<file path="config.mk">
export PLATFORM = sky130hd
export DESIGN_NAME = ufc_top
export DESIGN_NICKNAME = d
export VERILOG_FILES = /design/src/rtl/ufc_event_bit.v /design/src/rtl/ufc_test_gen.v /design/src/rtl/ufc_top.v
export VERILOG_INCLUDE_DIRS = /design/src /design/src/rtl
export SDC_FILE = /design/constraint.sdc
export NUM_CORES = 1
export LEC_CHECK = 0
export BUFFER_PORTS_ARGS = -buffer_cell sky130_fd_sc_hd__buf_2
export CAP_MARGIN = 10
export CORE_UTILIZATION = 56
export CTS_CLUSTER_DIAMETER = 50
export DETAILED_ROUTE_END_ITERATION = 16
export PLACE_DENSITY = 0.84
export SLEW_MARGIN = 15
export SYNTH_ARGS = -nofsm -noshare
export SYNTH_HDL_FRONTEND = slang
export SYNTH_SLANG_ARGS = --single-unit
</file>
<file path="constraint.sdc">
create_clock -name ref_clk -period 5.8 [get_ports ref_clk]
set_clock_uncertainty 0.1 [all_clocks]
set_input_delay 0.58 -clock ref_clk [delete_from_list [all_inputs] [get_ports ref_clk]]
set_output_delay 0.58 -clock ref_clk [all_outputs]
set_load 0.1 [all_outputs]
</file>
<file path="src/rtl/ufc_regs.vh">
// register offsets, field positions, reset values and codes of the
// usb function control block; definitions only.
`ifndef UFC_REGS_VH
`define UFC_REGS_VH
// ****************************************************************
// register byte addresses (printed offsets kept as indices)
// ****************************************************************
`define UFC_IDX_CTL 16'hF006
`define UFC_IDX_MSK 16'hF007
`define UFC_IDX_STA 16'hF008
`define UFC_IDX_VEC 16'hF009
`define UFC_ADDR_BITS 18
`define UFC_ADDR_CTL 18'h3C018
`define UFC_ADDR_MSK 18'h3C01C
`define UFC_ADDR_STA 18'h3C020
`define UFC_ADDR_VEC 18'h3C024
// ****************************************************************
// control register fields
// ****************************************************************
`define UFC_CTL_DIR 0
`define UFC_CTL_TSEL_LO 1
`define UFC_CTL_TSEL_HI 3
`define UFC_CTL_ROUTE 4
`define UFC_CTL_RWUP 5
`define UFC_CTL_LPEN 6
`define UFC_CTL_ATTACH 7
`define UFC_CTL_RESET 8'h00
// ****************************************************************
// event bits (status and mask share the layout)
// ****************************************************************
`define UFC_EV_SETUP_OVW 0
`define UFC_EV_SETUP 1
`define UFC_EV_WAKE 2
`define UFC_EV_RESUME 3
`define UFC_EV_SUSPEND 4
`define UFC_EV_FRESET 5
`define UFC_EV_MASK 8'h3F
`define UFC_MSK_RESET 8'h00
`define UFC_STA_RESET 8'h00
// ****************************************************************
// test select codes and vectors
// ****************************************************************
`define UFC_TS_NORMAL 3'h0
`define UFC_TS_SE0_NAK 3'h1
`define UFC_TS_J 3'h2
`define UFC_TS_K 3'h3
`define UFC_TS_PACKET 3'h4
`define UFC_TS_FORCE_FS 3'h5
`define UFC_VEC_NONE 8'h00
`define UFC_VEC_FRESET 8'h38
`define UFC_VEC_SUSPEND 8'h34
`define UFC_VEC_RESUME 8'h30
`define UFC_VEC_WAKE 8'h2C
`define UFC_VEC_SETUP 8'h28
`define UFC_VEC_SETUP_OVW 8'h24
// ****************************************************************
// timing: bus reset pulse held on the core reset output
// ****************************************************************
`define UFC_CORE_RST_NS 100
`define UFC_CLK_NS 10
`define UFC_CORE_RST_CYC (`UFC_CORE_RST_NS / `UFC_CLK_NS)
`endif

</file>
<file path="src/rtl/ufc_event_bit.v">
// one sticky event flag: hardware sets, software clears by writing 1.
// assumes set and clear pulses are synchronous to clk.
`timescale 1ns/100ps
module ufc_event_bit (
  input wire clk,
  input wire rst,
  input wire softClr,
  input wire hwSet,
  input wire writeOne,
  output reg flag_q
);
  always @(posedge clk or posedge rst) begin
    if (rst) begin
      flag_q <= 1'b0;
    end else if (hwSet) begin
      // set beats a clear arriving in the same cycle
      flag_q <= 1'b1;
    end else if (writeOne || softClr) begin
      flag_q <= 1'b0;
    end
  end
endmodule

</file>
<file path="src/rtl/ufc_test_gen.v">
// line state generator for the high-speed electrical test modes.
// assumes the packet engine outside replays endpoint zero on request.
`timescale 1ns/100ps
`include "ufc_regs.vh"
module ufc_test_gen (
  input wire clk,
  input wire rst,
  input wire [2:0] testSel,
  input wire packetDone,
  output reg driveJ_q,
  output reg driveK_q,
  output reg packetStart_q,
  output reg forceFs_q
);
  // high while packet mode was already selected last cycle
  reg running_q;
  always @(posedge clk or posedge rst) begin
    if (rst) begin
      driveJ_q <= 1'b0;
      driveK_q <= 1'b0;
      packetStart_q <= 1'b0;
      forceFs_q <= 1'b0;
      running_q <= 1'b0;
    end else begin
      // j and k are held by hardware alone while selected
      driveJ_q <= (testSel == `UFC_TS_J);
      driveK_q <= (testSel == `UFC_TS_K);
      // 000 and 001 add nothing special here; 101 only forces full speed
      forceFs_q <= (testSel == `UFC_TS_FORCE_FS);
      // launch on entry, then relaunch each time the last one ends
      running_q <= (testSel == `UFC_TS_PACKET);
      packetStart_q <= (testSel == `UFC_TS_PACKET) &&
                       (packetDone || !running_q);
    end
  end
endmodule

</file>
<file path="src/rtl/ufc_top.v">
// usb function control: attach, bus reset handling, test modes,
// event flags with mask and vector, registers over ahb-lite.
// assumes one ahb-lite master; sys_rst is the power-up/watchdog reset.
// ****************************************************************
// Summary of operation
// - setting attach bit drives the data-line pullup at once
// - route bit set: bus reset after attach resets the controller
// - control register survives a usb bus reset
// - attach follows only the firmware bit, never automatic
// - detected bus reset sets the function reset flag
// - enabled flag raises interrupt with vector 0x38
// - test select 001 behaves as normal operation
// - se0_nak: firmware sets nak bits; device naks good in tokens
// - test select 010 or 011 drives j or k by hardware
// - test packet mode repeats the packet while selected
// - mask bits 5..0 enable the six event sources
// - mask clears on power-up or watchdog reset
// - usb bus reset leaves mask unchanged
// - each event interrupts only while its mask bit is set
// - events set by hardware; all but the reset flag cleared by writing one
// - reset flag cleared only by power-up or watchdog reset
// - 000 normal, 101 normal with forced full speed
// ****************************************************************
`timescale 1ns/100ps
`include "ufc_regs.vh"
module ufc_top #(
  parameter CORE_RST_CYC = `UFC_CORE_RST_CYC
) (
  input wire ref_clk,
  input wire sys_rst,
  input wire hsel,
  input wire [31:0] haddr,
  input wire [1:0] htrans,
  input wire hwrite,
  input wire [2:0] hsize,
  input wire [31:0] hwdata,
  input wire hready,
  output reg [31:0] hrdata,
  output reg hreadyout,
  output reg hresp,
  input wire busResetDet,
  input wire setupOvwEvt,
  input wire setupEvt,
  input wire wakeEvt,
  input wire resumeEvt,
  input wire suspendEvt,
  input wire nakAll,
  input wire inTokenCrcOk,
  input wire packetDone,
  output reg pullupEn_q,
  output reg coreReset_q,
  output reg irq_q,
  output reg nakHandshake_q,
  output reg driveJ_q,
  output reg driveK_q,
  output reg packetStart_q,
  output reg forceFs_q,
  output reg [2:0] hsTestSel_q,
  output reg xferDirIn_q,
  output reg remoteWakeEn_q,
  output reg lowPowerEn_q
);
  // ****************************************************************
  // bus reset gate
  // ****************************************************************
  localparam ST_IDLE = 3'b001;
  localparam ST_HOLD = 3'b010;
  localparam ST_WAIT = 3'b100;

  reg [7:0] ctl_q;
  reg [7:0] msk_q;
  reg [7:0] vec_q;
  reg [2:0] rstState_q;
  reg [2:0] rstState_d;
  reg [15:0] rstCnt_q;
  reg busResetSeen_q;
  wire busResetRise;
  wire routedReset;
  wire [5:0] evFlag;
  wire [5:0] evSet;
  wire [5:0] evClr;
  wire genJ;
  wire genK;
  wire genPkt;
  wire genFs;

  assign busResetRise = busResetDet && !busResetSeen_q;
  // a bus reset only counts once the pullup is presented
  assign routedReset = busResetRise && ctl_q[`UFC_CTL_ROUTE] &&
                       ctl_q[`UFC_CTL_ATTACH];

  always @(posedge ref_clk or posedge sys_rst) begin
    if (sys_rst) begin
      busResetSeen_q <= 1'b0;
    end else begin
      busResetSeen_q <= busResetDet;
    end
  end

  always @* begin
    rstState_d = rstState_q;
    case (rstState_q)
      ST_IDLE: begin
        if (routedReset) begin
          rstState_d = ST_HOLD;
        end
      end
      ST_HOLD: begin
        if (rstCnt_q == 16'h0001) begin
          rstState_d = ST_WAIT;
        end
      end
      ST_WAIT: begin
        // wait for the bus reset to end so one reset gives one pulse
        if (!busResetDet) begin
          rstState_d = ST_IDLE;
        end
      end
      default: begin
        rstState_d = ST_IDLE;
      end
    endcase
  end

  always @(posedge ref_clk or posedge sys_rst) begin
    if (sys_rst) begin
      rstState_q <= ST_IDLE;
      rstCnt_q <= 16'h0000;
      coreReset_q <= 1'b0;
    end else begin
      rstState_q <= rstState_d;
      if (rstState_q == ST_IDLE && routedReset) begin
        rstCnt_q <= CORE_RST_CYC[15:0];
      end else if (rstCnt_q != 16'h0000) begin
        rstCnt_q <= rstCnt_q - 16'h0001;
      end
      // with the route bit clear nothing reaches the controller
      coreReset_q <= (rstState_d == ST_HOLD);
    end
  end

  // ****************************************************************
  // ahb-lite slave
  // ****************************************************************
  reg wrPend_q;
  reg [31:0] wrAddr_q;
  wire takeXfer;
  wire [31:0] wrData;
  wire wrCtl;
  wire wrMsk;
  wire wrSta;
  wire wrInMap;
  reg [31:0] rdMux;

  assign takeXfer = hsel && htrans[1] && hready;
  assign wrData = hwdata;
  // decode writes over the full address, as reads do, so no alias
  assign wrInMap = wrPend_q &&
                   (wrAddr_q[31:`UFC_ADDR_BITS] == 14'h0000);
  assign wrCtl = wrInMap &&
                 (wrAddr_q[`UFC_ADDR_BITS-1:0] == `UFC_ADDR_CTL);
  assign wrMsk = wrInMap &&
                 (wrAddr_q[`UFC_ADDR_BITS-1:0] == `UFC_ADDR_MSK);
  assign wrSta = wrInMap &&
                 (wrAddr_q[`UFC_ADDR_BITS-1:0] == `UFC_ADDR_STA);

  always @* begin
    rdMux = 32'h00000000;
    if (haddr[31:`UFC_ADDR_BITS] == 14'h0000) begin
      case (haddr[`UFC_ADDR_BITS-1:0])
        `UFC_ADDR_CTL: rdMux = {24'h000000, ctl_q};
        `UFC_ADDR_MSK: rdMux = {24'h000000, msk_q};
        `UFC_ADDR_STA: rdMux = {26'h0, evFlag};
        `UFC_ADDR_VEC: rdMux = {24'h000000, vec_q};
        default: rdMux = 32'h00000000;
      endcase
    end
  end

  always @(posedge ref_clk or posedge sys_rst) begin
    if (sys_rst) begin
      wrPend_q <= 1'b0;
      wrAddr_q <= 32'h00000000;
      hrdata <= 32'h00000000;
      hreadyout <= 1'b1;
      hresp <= 1'b0;
    end else begin
      wrPend_q <= takeXfer && hwrite;
      if (takeXfer) begin
        wrAddr_q <= haddr;
      end
      // read data registered in the address phase, shown in data phase
      if (takeXfer && !hwrite) begin
        hrdata <= rdMux;
      end
      hreadyout <= 1'b1;
      hresp <= 1'b0;
    end
  end

  // ****************************************************************
  // control and mask registers
  // ****************************************************************
  // only sys_rst clears them; the bus reset never touches them
  always @(posedge ref_clk or posedge sys_rst) begin
    if (sys_rst) begin
      ctl_q <= `UFC_CTL_RESET;
      msk_q <= `UFC_MSK_RESET;
    end else begin
      if (wrCtl) begin
        // attach changes only by this write
        ctl_q <= wrData[7:0];
      end
      if (wrMsk) begin
        // reserved high bits kept writable but unused
        msk_q <= wrData[7:0];
      end
    end
  end

  // ****************************************************************
  // event flags
  // ****************************************************************
  assign evSet = {busResetRise, suspendEvt, resumeEvt, wakeEvt,
                  setupEvt, setupOvwEvt};
  // a written one cannot clear the reset flag
  assign evClr = wrSta ? {1'b0, wrData[4:0]} : 6'h00;

  genvar gi;
  generate
    for (gi = 0; gi < 6; gi = gi + 1) begin : gEv
      // bus reset sets its flag and, when routed, clears the others;
      // only sys_rst clears the reset flag itself
      ufc_event_bit uBit (
        .clk(ref_clk),
        .rst(sys_rst),
        .softClr(gi != `UFC_EV_FRESET && routedReset),
        .hwSet(evSet[gi]),
        .writeOne(evClr[gi]),
        .flag_q(evFlag[gi])
      );
    end
  endgenerate

  // ****************************************************************
  // interrupt and vector
  // ****************************************************************
  wire [5:0] evPend;
  reg [7:0] vecNext;
  assign evPend = evFlag & msk_q[5:0];

  always @* begin
    vecNext = `UFC_VEC_NONE;
    if (evPend[`UFC_EV_FRESET]) begin
      vecNext = `UFC_VEC_FRESET;
    end else if (evPend[`UFC_EV_SUSPEND]) begin
      vecNext = `UFC_VEC_SUSPEND;
    end else if (evPend[`UFC_EV_RESUME]) begin
      vecNext = `UFC_VEC_RESUME;
    end else if (evPend[`UFC_EV_WAKE]) begin
      vecNext = `UFC_VEC_WAKE;
    end else if (evPend[`UFC_EV_SETUP]) begin
      vecNext = `UFC_VEC_SETUP;
    end else if (evPend[`UFC_EV_SETUP_OVW]) begin
      vecNext = `UFC_VEC_SETUP_OVW;
    end
  end

  always @(posedge ref_clk or posedge sys_rst) begin
    if (sys_rst) begin
      vec_q <= `UFC_VEC_NONE;
      irq_q <= 1'b0;
    end else begin
      vec_q <= vecNext;
      irq_q <= (evPend != 6'h00);
    end
  end

  // ****************************************************************
  // link side outputs
  // ****************************************************************
  ufc_test_gen uTest (
    .clk(ref_clk),
    .rst(sys_rst),
    .testSel(ctl_q[`UFC_CTL_TSEL_HI:`UFC_CTL_TSEL_LO]),
    .packetDone(packetDone),
    .driveJ_q(genJ),
    .driveK_q(genK),
    .packetStart_q(genPkt),
    .forceFs_q(genFs)
  );

  always @(posedge ref_clk or posedge sys_rst) begin
    if (sys_rst) begin
      pullupEn_q <= 1'b0;
      nakHandshake_q <= 1'b0;
      driveJ_q <= 1'b0;
      driveK_q <= 1'b0;
      packetStart_q <= 1'b0;
      forceFs_q <= 1'b0;
      hsTestSel_q <= `UFC_TS_NORMAL;
      xferDirIn_q <= 1'b0;
      remoteWakeEn_q <= 1'b0;
      lowPowerEn_q <= 1'b0;
    end else begin
      // pullup takes the written bit on the same edge as the stored bit
      pullupEn_q <= wrCtl ? wrData[`UFC_CTL_ATTACH] :
                    ctl_q[`UFC_CTL_ATTACH];
      // firmware-set nak bits make every good in token nak
      nakHandshake_q <= nakAll && inTokenCrcOk;
      driveJ_q <= genJ;
      driveK_q <= genK;
      packetStart_q <= genPkt;
      forceFs_q <= genFs;
      hsTestSel_q <= ctl_q[`UFC_CTL_TSEL_HI:`UFC_CTL_TSEL_LO];
      xferDirIn_q <= ctl_q[`UFC_CTL_DIR];
      remoteWakeEn_q <= ctl_q[`UFC_CTL_RWUP];
      lowPowerEn_q <= ctl_q[`UFC_CTL_LPEN];
    end
  end
endmodule

</file>
# Word level (Yosys, flattened, before mapping)
# Index checks and enable logic that the tools add are counted.
word_totals:
  romBits: 0
  input_bits: 83
  word_cells: 112
  out_inout_bits: 48
  latch_bits: 0
  memories: 0
  register_bits: 134
  ram_bits: 0
classes:
  n_reduce_logical: 34
  n_eq_ne: 16
  div: 0
  bitwise_logic: 1
  add_sub_neg: 1
  n_mux: 28
  n_lt_le_gt_ge: 0
  shift: 0
  mul: 0
ops:
  columns: ["operator", "n"]
  rows:
  - ["18-bit equality test, second input constant", 7]
  - ["16-bit 2-to-1 mux", 2]
  - ["8-bit one-hot mux with 4 select lines", 1]
  - ["14-bit logical NOT", 2]
  - ["6-bit 2-to-1 mux", 4]
  - ["8-bit 2-to-1 mux", 3]
  - ["16-bit by 1-bit equality test with 1-bit output, second input constant", 1]
  - ["16-bit nonzero test", 1]
  - ["16-bit by 1-bit subtractor with 16-bit output, second input constant", 1]
  - ["1-bit logical AND", 14]
  - ["2-bit nonzero test", 7]
  - ["1-bit 2-to-1 mux", 13]
  - ["3-bit by 2-bit equality test with 1-bit output, second input constant", 4]
  - ["3-bit equality test, second input constant", 3]
  - ["3-bit 2-to-1 mux", 3]
  - ["3-bit one-hot mux with 3 select lines", 1]
  - ["6-bit AND", 1]
  - ["1-bit logical OR", 6]
  - ["6-bit nonzero test", 1]
  - ["5-bit 2-to-1 mux", 1]
  - ["3-bit by 1-bit equality test with 1-bit output, second input constant", 1]
  - ["1-bit logical NOT", 3]

# Depth between registers and ports, before layout
logic_depth:
  ltp_word: 7
  ltp_mapped: 6
  depth_no_buf: 6

# Cells and area by module
# Synthesis repeated with hierarchy kept, for this count alone.
hier_totals:
  cells_unflattened: 420
  hier_area_um2: 4901.0
modules_own_cells:
  columns: ["module", "cells_per_inst", "area_per_inst_um2", "instances", "seq_area_each_um2"]
  rows:
  - ["ufc_top", 384, 4480.5, 1, 2378.5]
  - ["ufc_event_bit", 4, 40.0, 6, 25.0]
  - ["ufc_test_gen", 12, 180.2, 1, 125.1]

# Least setup slack after synthesis
# OpenSTA, ideal clock, no wires.
synth_timing:
  path_type: "register to register"
  startpoint: "register wrAddr_q[10]"
  endpoint: "register ctl_q[7]"
  path_buffers: 0
  required_ps: 5572
  setup_time_ps: 128
  stages_incl_launch_ff: 5
  period_less_slack_ps: 2081
  arrival_time_ps: 1853
  slack_ps: 3719
  path_cell_list: "dfrtp_1 nor4b_1 nand4_1 nor4_4 mux2_2"
synth_via:
  elab_chain_len: 2
synth_lines:
  columns: ["item", "line_no", "text"]
  rows:
  - ["start, declared", "ufc_top.v:146", "reg [31:0] wrAddr_q;"]
  - ["start signal, assigned", "ufc_top.v:190", "wrAddr_q <= haddr;"]
  - ["18-bit equality test (no line)", null, null]
  - ["1-bit logical AND", "ufc_top.v:160", "assign wrCtl = wrInMap &&"]
  - ["end signal, assigned", "ufc_top.v:207", "ctl_q <= `UFC_CTL_RESET;"]
  - ["end signal, assigned", "ufc_top.v:212", "ctl_q <= wrData[7:0];"]
  - ["end, declared", "ufc_top.v:70", "reg [7:0] ctl_q;"]
# Every way passes these cells.
# A chain may end at the register's enable or synchronous reset.

# Worst setup path in the final report
layout_timing:
  startpoint: "register rstCnt_q[4]"
  endpoint: "register rstCnt_q[11]"
layout_via:
  elab_chain_len: 3
  elab_cells_between_ends: 5
  cone_classes: "1 x add/sub; 2 x mux; 2 x reduce/logical"
layout_lines:
  columns: ["item", "line_no", "text"]
  rows:
  - ["start, declared", "ufc_top.v:75", "reg [15:0] rstCnt_q;"]
  - ["start signal, assigned", "ufc_top.v:133", "rstCnt_q <= CORE_RST_CYC[15:0];"]
  - ["start signal, assigned", "ufc_top.v:135", "rstCnt_q <= rstCnt_q - 16'h0001;"]
  - ["16-bit by 1-bit subtractor with 16-bit output", "ufc_top.v:135", null]
  - ["16-bit 2-to-1 mux", "ufc_top.v:134", "end else if (rstCnt_q != 16'h0000) begin"]
  - ["16-bit 2-to-1 mux", "ufc_top.v:132", "if (rstState_q == ST_IDLE && routedReset) begin"]
# Parallel ways exist; a longest one is shown, timed or not. The select of a mux whose other input is x is not followed.

==> results.ini <==
[timing]
rsz0062_at_grt = false
hold_viol = 0
holdWs_ns = 0.2249
slew_headroom_pct = 40.11
finalCriticalPeriod_ns = 2.680
finalCritPeriodShare_pct = 46.20
final-max-slew-violation-count = 0
setup_viol = 0
worst_pin_slew_ns = 0.8945
timing.fmax_ghz = 0.3732
setup_ws_ns = 3.120
setup_tns_ns = 0

[synthesis]
synth_top_area_share_pct = 54.69
synth_area_mm2 = 0.004805
synth_cells = 393
synth-async-reset-ratio_pct = 100.0
yosys.area.top_type = dfrtp_1
synth_edf_count = 0
yosysWarnings = 0
avgSynthCellArea_um2 = 12.23
synthFlopType = dfrtp_1
ys_top_cells_by_area = dfrtp_1, mux2_2, buf_4
ys_seq_area_share_pct = 55.23
ys_ff_latch = 106
synth_cell_types = 54

[global_routing]
grt_pass1_wl_um = 15730
grt_start_max_net_pins = 59
grt_pass1_vias = 3246
grt.overflow.total = 0
antenna_found_initial = 0
grt_usage_pct = 23.17

[worst_setup_path]
cp-endpoint = rstCnt_q[11]$_DFFE_PP0P_
critPathTopFamily = simple AND/OR/NAND/NOR gates
reg2reg_setup_slack_ns = 3.12
crit_required_ns = 5.99
cp-start-kind = flop
r2r-end = rstCnt_q[11]$_DFFE_PP0P_
reg2regPathDepth = 4
crit_start = rstCnt_q[4]$_DFFE_PP0P_
crit_chain = nor4_1 -> nand3_1 -> or4_2 -> a21oi_1
cp_num_cells = 4
crit_slowest_cell = or4_2
worstReg2RegStart = rstCnt_q[4]$_DFFE_PP0P_
path_buf_inv = 0
crit_type = flop to flop
crit_fanout = 15
cp.arrival_ns = 2.87
slowest_delay_ns = 0.76
critPathCaptureType = flop

[floorplan]
start_util_pct = 58.18
die_w_um = 94.63
io_pins = 131
core_area_mm2 = 0.008258
placementRows = 33
dieArea_mm2 = 0.008954
die-height_um = 94.63

[detailed_routing]
dr.pass1.iters = 5
vias = 3353
wl_per_cell_um = 16.53
wirelength_um = 9571
viasPerCell = 5.791
drt-initial-drc-count = 165
drc_errors = 0
antenna_left = 0

[clock_network]
cts_tree = done
clock_latency_ns = 0.37
cts-root-buf = clkbuf_8
ctsResizeCount = 0
htreeDepth = 3
cts.sinks = 106
cts_buffers = 9
post_cts_buffers = 0
cts_buffer_depth = 2
clk_pin_slew_ns = 0.10
ctsHoldBuffers = 0

[final_layout]
fin_cells = 579
diodes = 0
syn_to_final_growth_pct = 12.47
final_core_util_pct = 65.44
layout.nets = 555
drive_above_1_share_pct = 33.76

[power]
ir_worst_vdd_mv = 0.1771
comb_power_share_pct = 12.3
netSwitchingPower_mw = 0.4014
seq_power_share_pct = 54.3
internal_power_mw = 1.083
clockPowerShare_pct = 33.4
swShare_pct = 27.03
power_leakage_nw = 2.577
p_per_area_mw_per_mm2 = 274.8

[place]
dpl_worst_slack_ns = 3.183
place_hpwl_um = 6852
port-buffer-count = 76
place_congestion = 0.8076
dp.cells = 563

[flow_run]
max_cap_violations = 0

[run_status]
status = finished clean

[min_path]
hold_class = primary input to asynchronous set/reset pin

-- how the worst min path moves through the flow --
stage / depth (start not counted) / endpoint / from
after global placement: 0 / packetStart_q$_DFF_PP0_ / uTest.packetStart_q$_DFF_PP0_
after floorplan: 0 / driveJ_q$_DFF_PP0_ / uTest.driveJ_q$_DFF_PP0_
after detailed placement: 0 / driveK_q$_DFF_PP0_ / uTest.driveK_q$_DFF_PP0_
after CTS: 2 / wrAddr_q[22]$_DFFE_PP0P_ / sys_rst
after global routing: 2 / wrAddr_q[22]$_DFFE_PP0P_ / sys_rst
final: 2 / wrAddr_q[22]$_DFFE_PP0P_ / sys_rst
-- kinds of logic (layout without fill, tap and decap cells) --
logic type,after synthesis,count (layout),share of synthesized area (%)
muxes,60,60,13.80
buffers and inverters,52,109,6.120
AOI/OAI and AO/OA,65,65,9.375
and+or+nand+nor,105,105,14.53
adders and majority gates,3,3,0.7813
other,2,26,0.1563
DFF,106,106,55.23
-- power by group through the flow --
stage / sequential, mW / clock, mW / combinational, mW
6_report: 0.806 / 0.496 / 0.183
3_3_place_gp: 0.817 / 0 / 0.179
4_1_cts: 0.806 / 0.503 / 0.184
3_5_place_dp: 0.821 / 0 / 0.184
2_1_floorplan: 0.815 / 0 / 0.158
5_1_grt: 0.811 / 0.532 / 0.197
-- cell usage after synthesis, types with 8 or more instances --
master    instances
nor4_1           11
mux2_2           50
nand2_1          13
a22o_1            8
nand3_1          10
a21oi_1          15
buf_4            26
nor2_1           12
dfrtp_1         105
o21ai_0          11
inv_1            15
clkbuf_1          9
mux2i_1          10
or4_1            11
-- stage by stage --
step / total power, mW / cell area (um^2)
2_1_floorplan: 0.9726 / 4895
3_3_place_gp: 0.9964 / 5186
3_5_place_dp: 1.004 / 5186
4_1_cts: 1.493 / 5404
5_1_grt: 1.541 / 5404
6_report: 1.485 / 5404
-- registers in the layout, summed over array words and instances (netlist names), 3 cells and up --
name	count
vec_q	4
gEv.uBit.flag_q	6
hrdata	8
msk_q	8
ctl_q	8
wrAddr_q	32
rstState_q	3
hsTestSel_q	3
rstCnt_q	16
-- placed cells by master (no fill, tap or decap), types with 4 or more instances in the layout --
cell type / count
nand2_1: 13
a21oi_1: 15
dfrtp_1: 105
a22o_1: 8
a21o_1: 4
clkbuf_8: 9
nor2_1: 12
o21ai_0: 11
nor4_1: 11
or4_1: 11
nor3_1: 4
a31o_2: 5
nand3_1: 10
buf_2: 76
mux2i_1: 10
nor3b_1: 4
nand4_1: 6
inv_1: 14
mux2_2: 50
o22ai_1: 5
conb_1: 26
-- cell type report --
type	instances	area, um^2
Tap cell	105	131.4
Fill cell	631	2854
Inverter	15	58.81
Sequential cell	106	2654
Multi-Input combinational cell	259	1947
Clock buffer	10	127.6
Clock inverter	6	90.09
Timing Repair Buffer	78	395.4
-- per-layer routing --
metal  part of all wire [%]  global-route usage, %  vias to the layer above
met5                      0                      0                        -
met4                    1.5                  7.702                        0
met1                     44                  32.24                     1680
li1                       -                      -                     1558
met2                     49                  36.45                      104
met3                    5.3                  4.831                       11
Power figures use the tool's default switching activity.
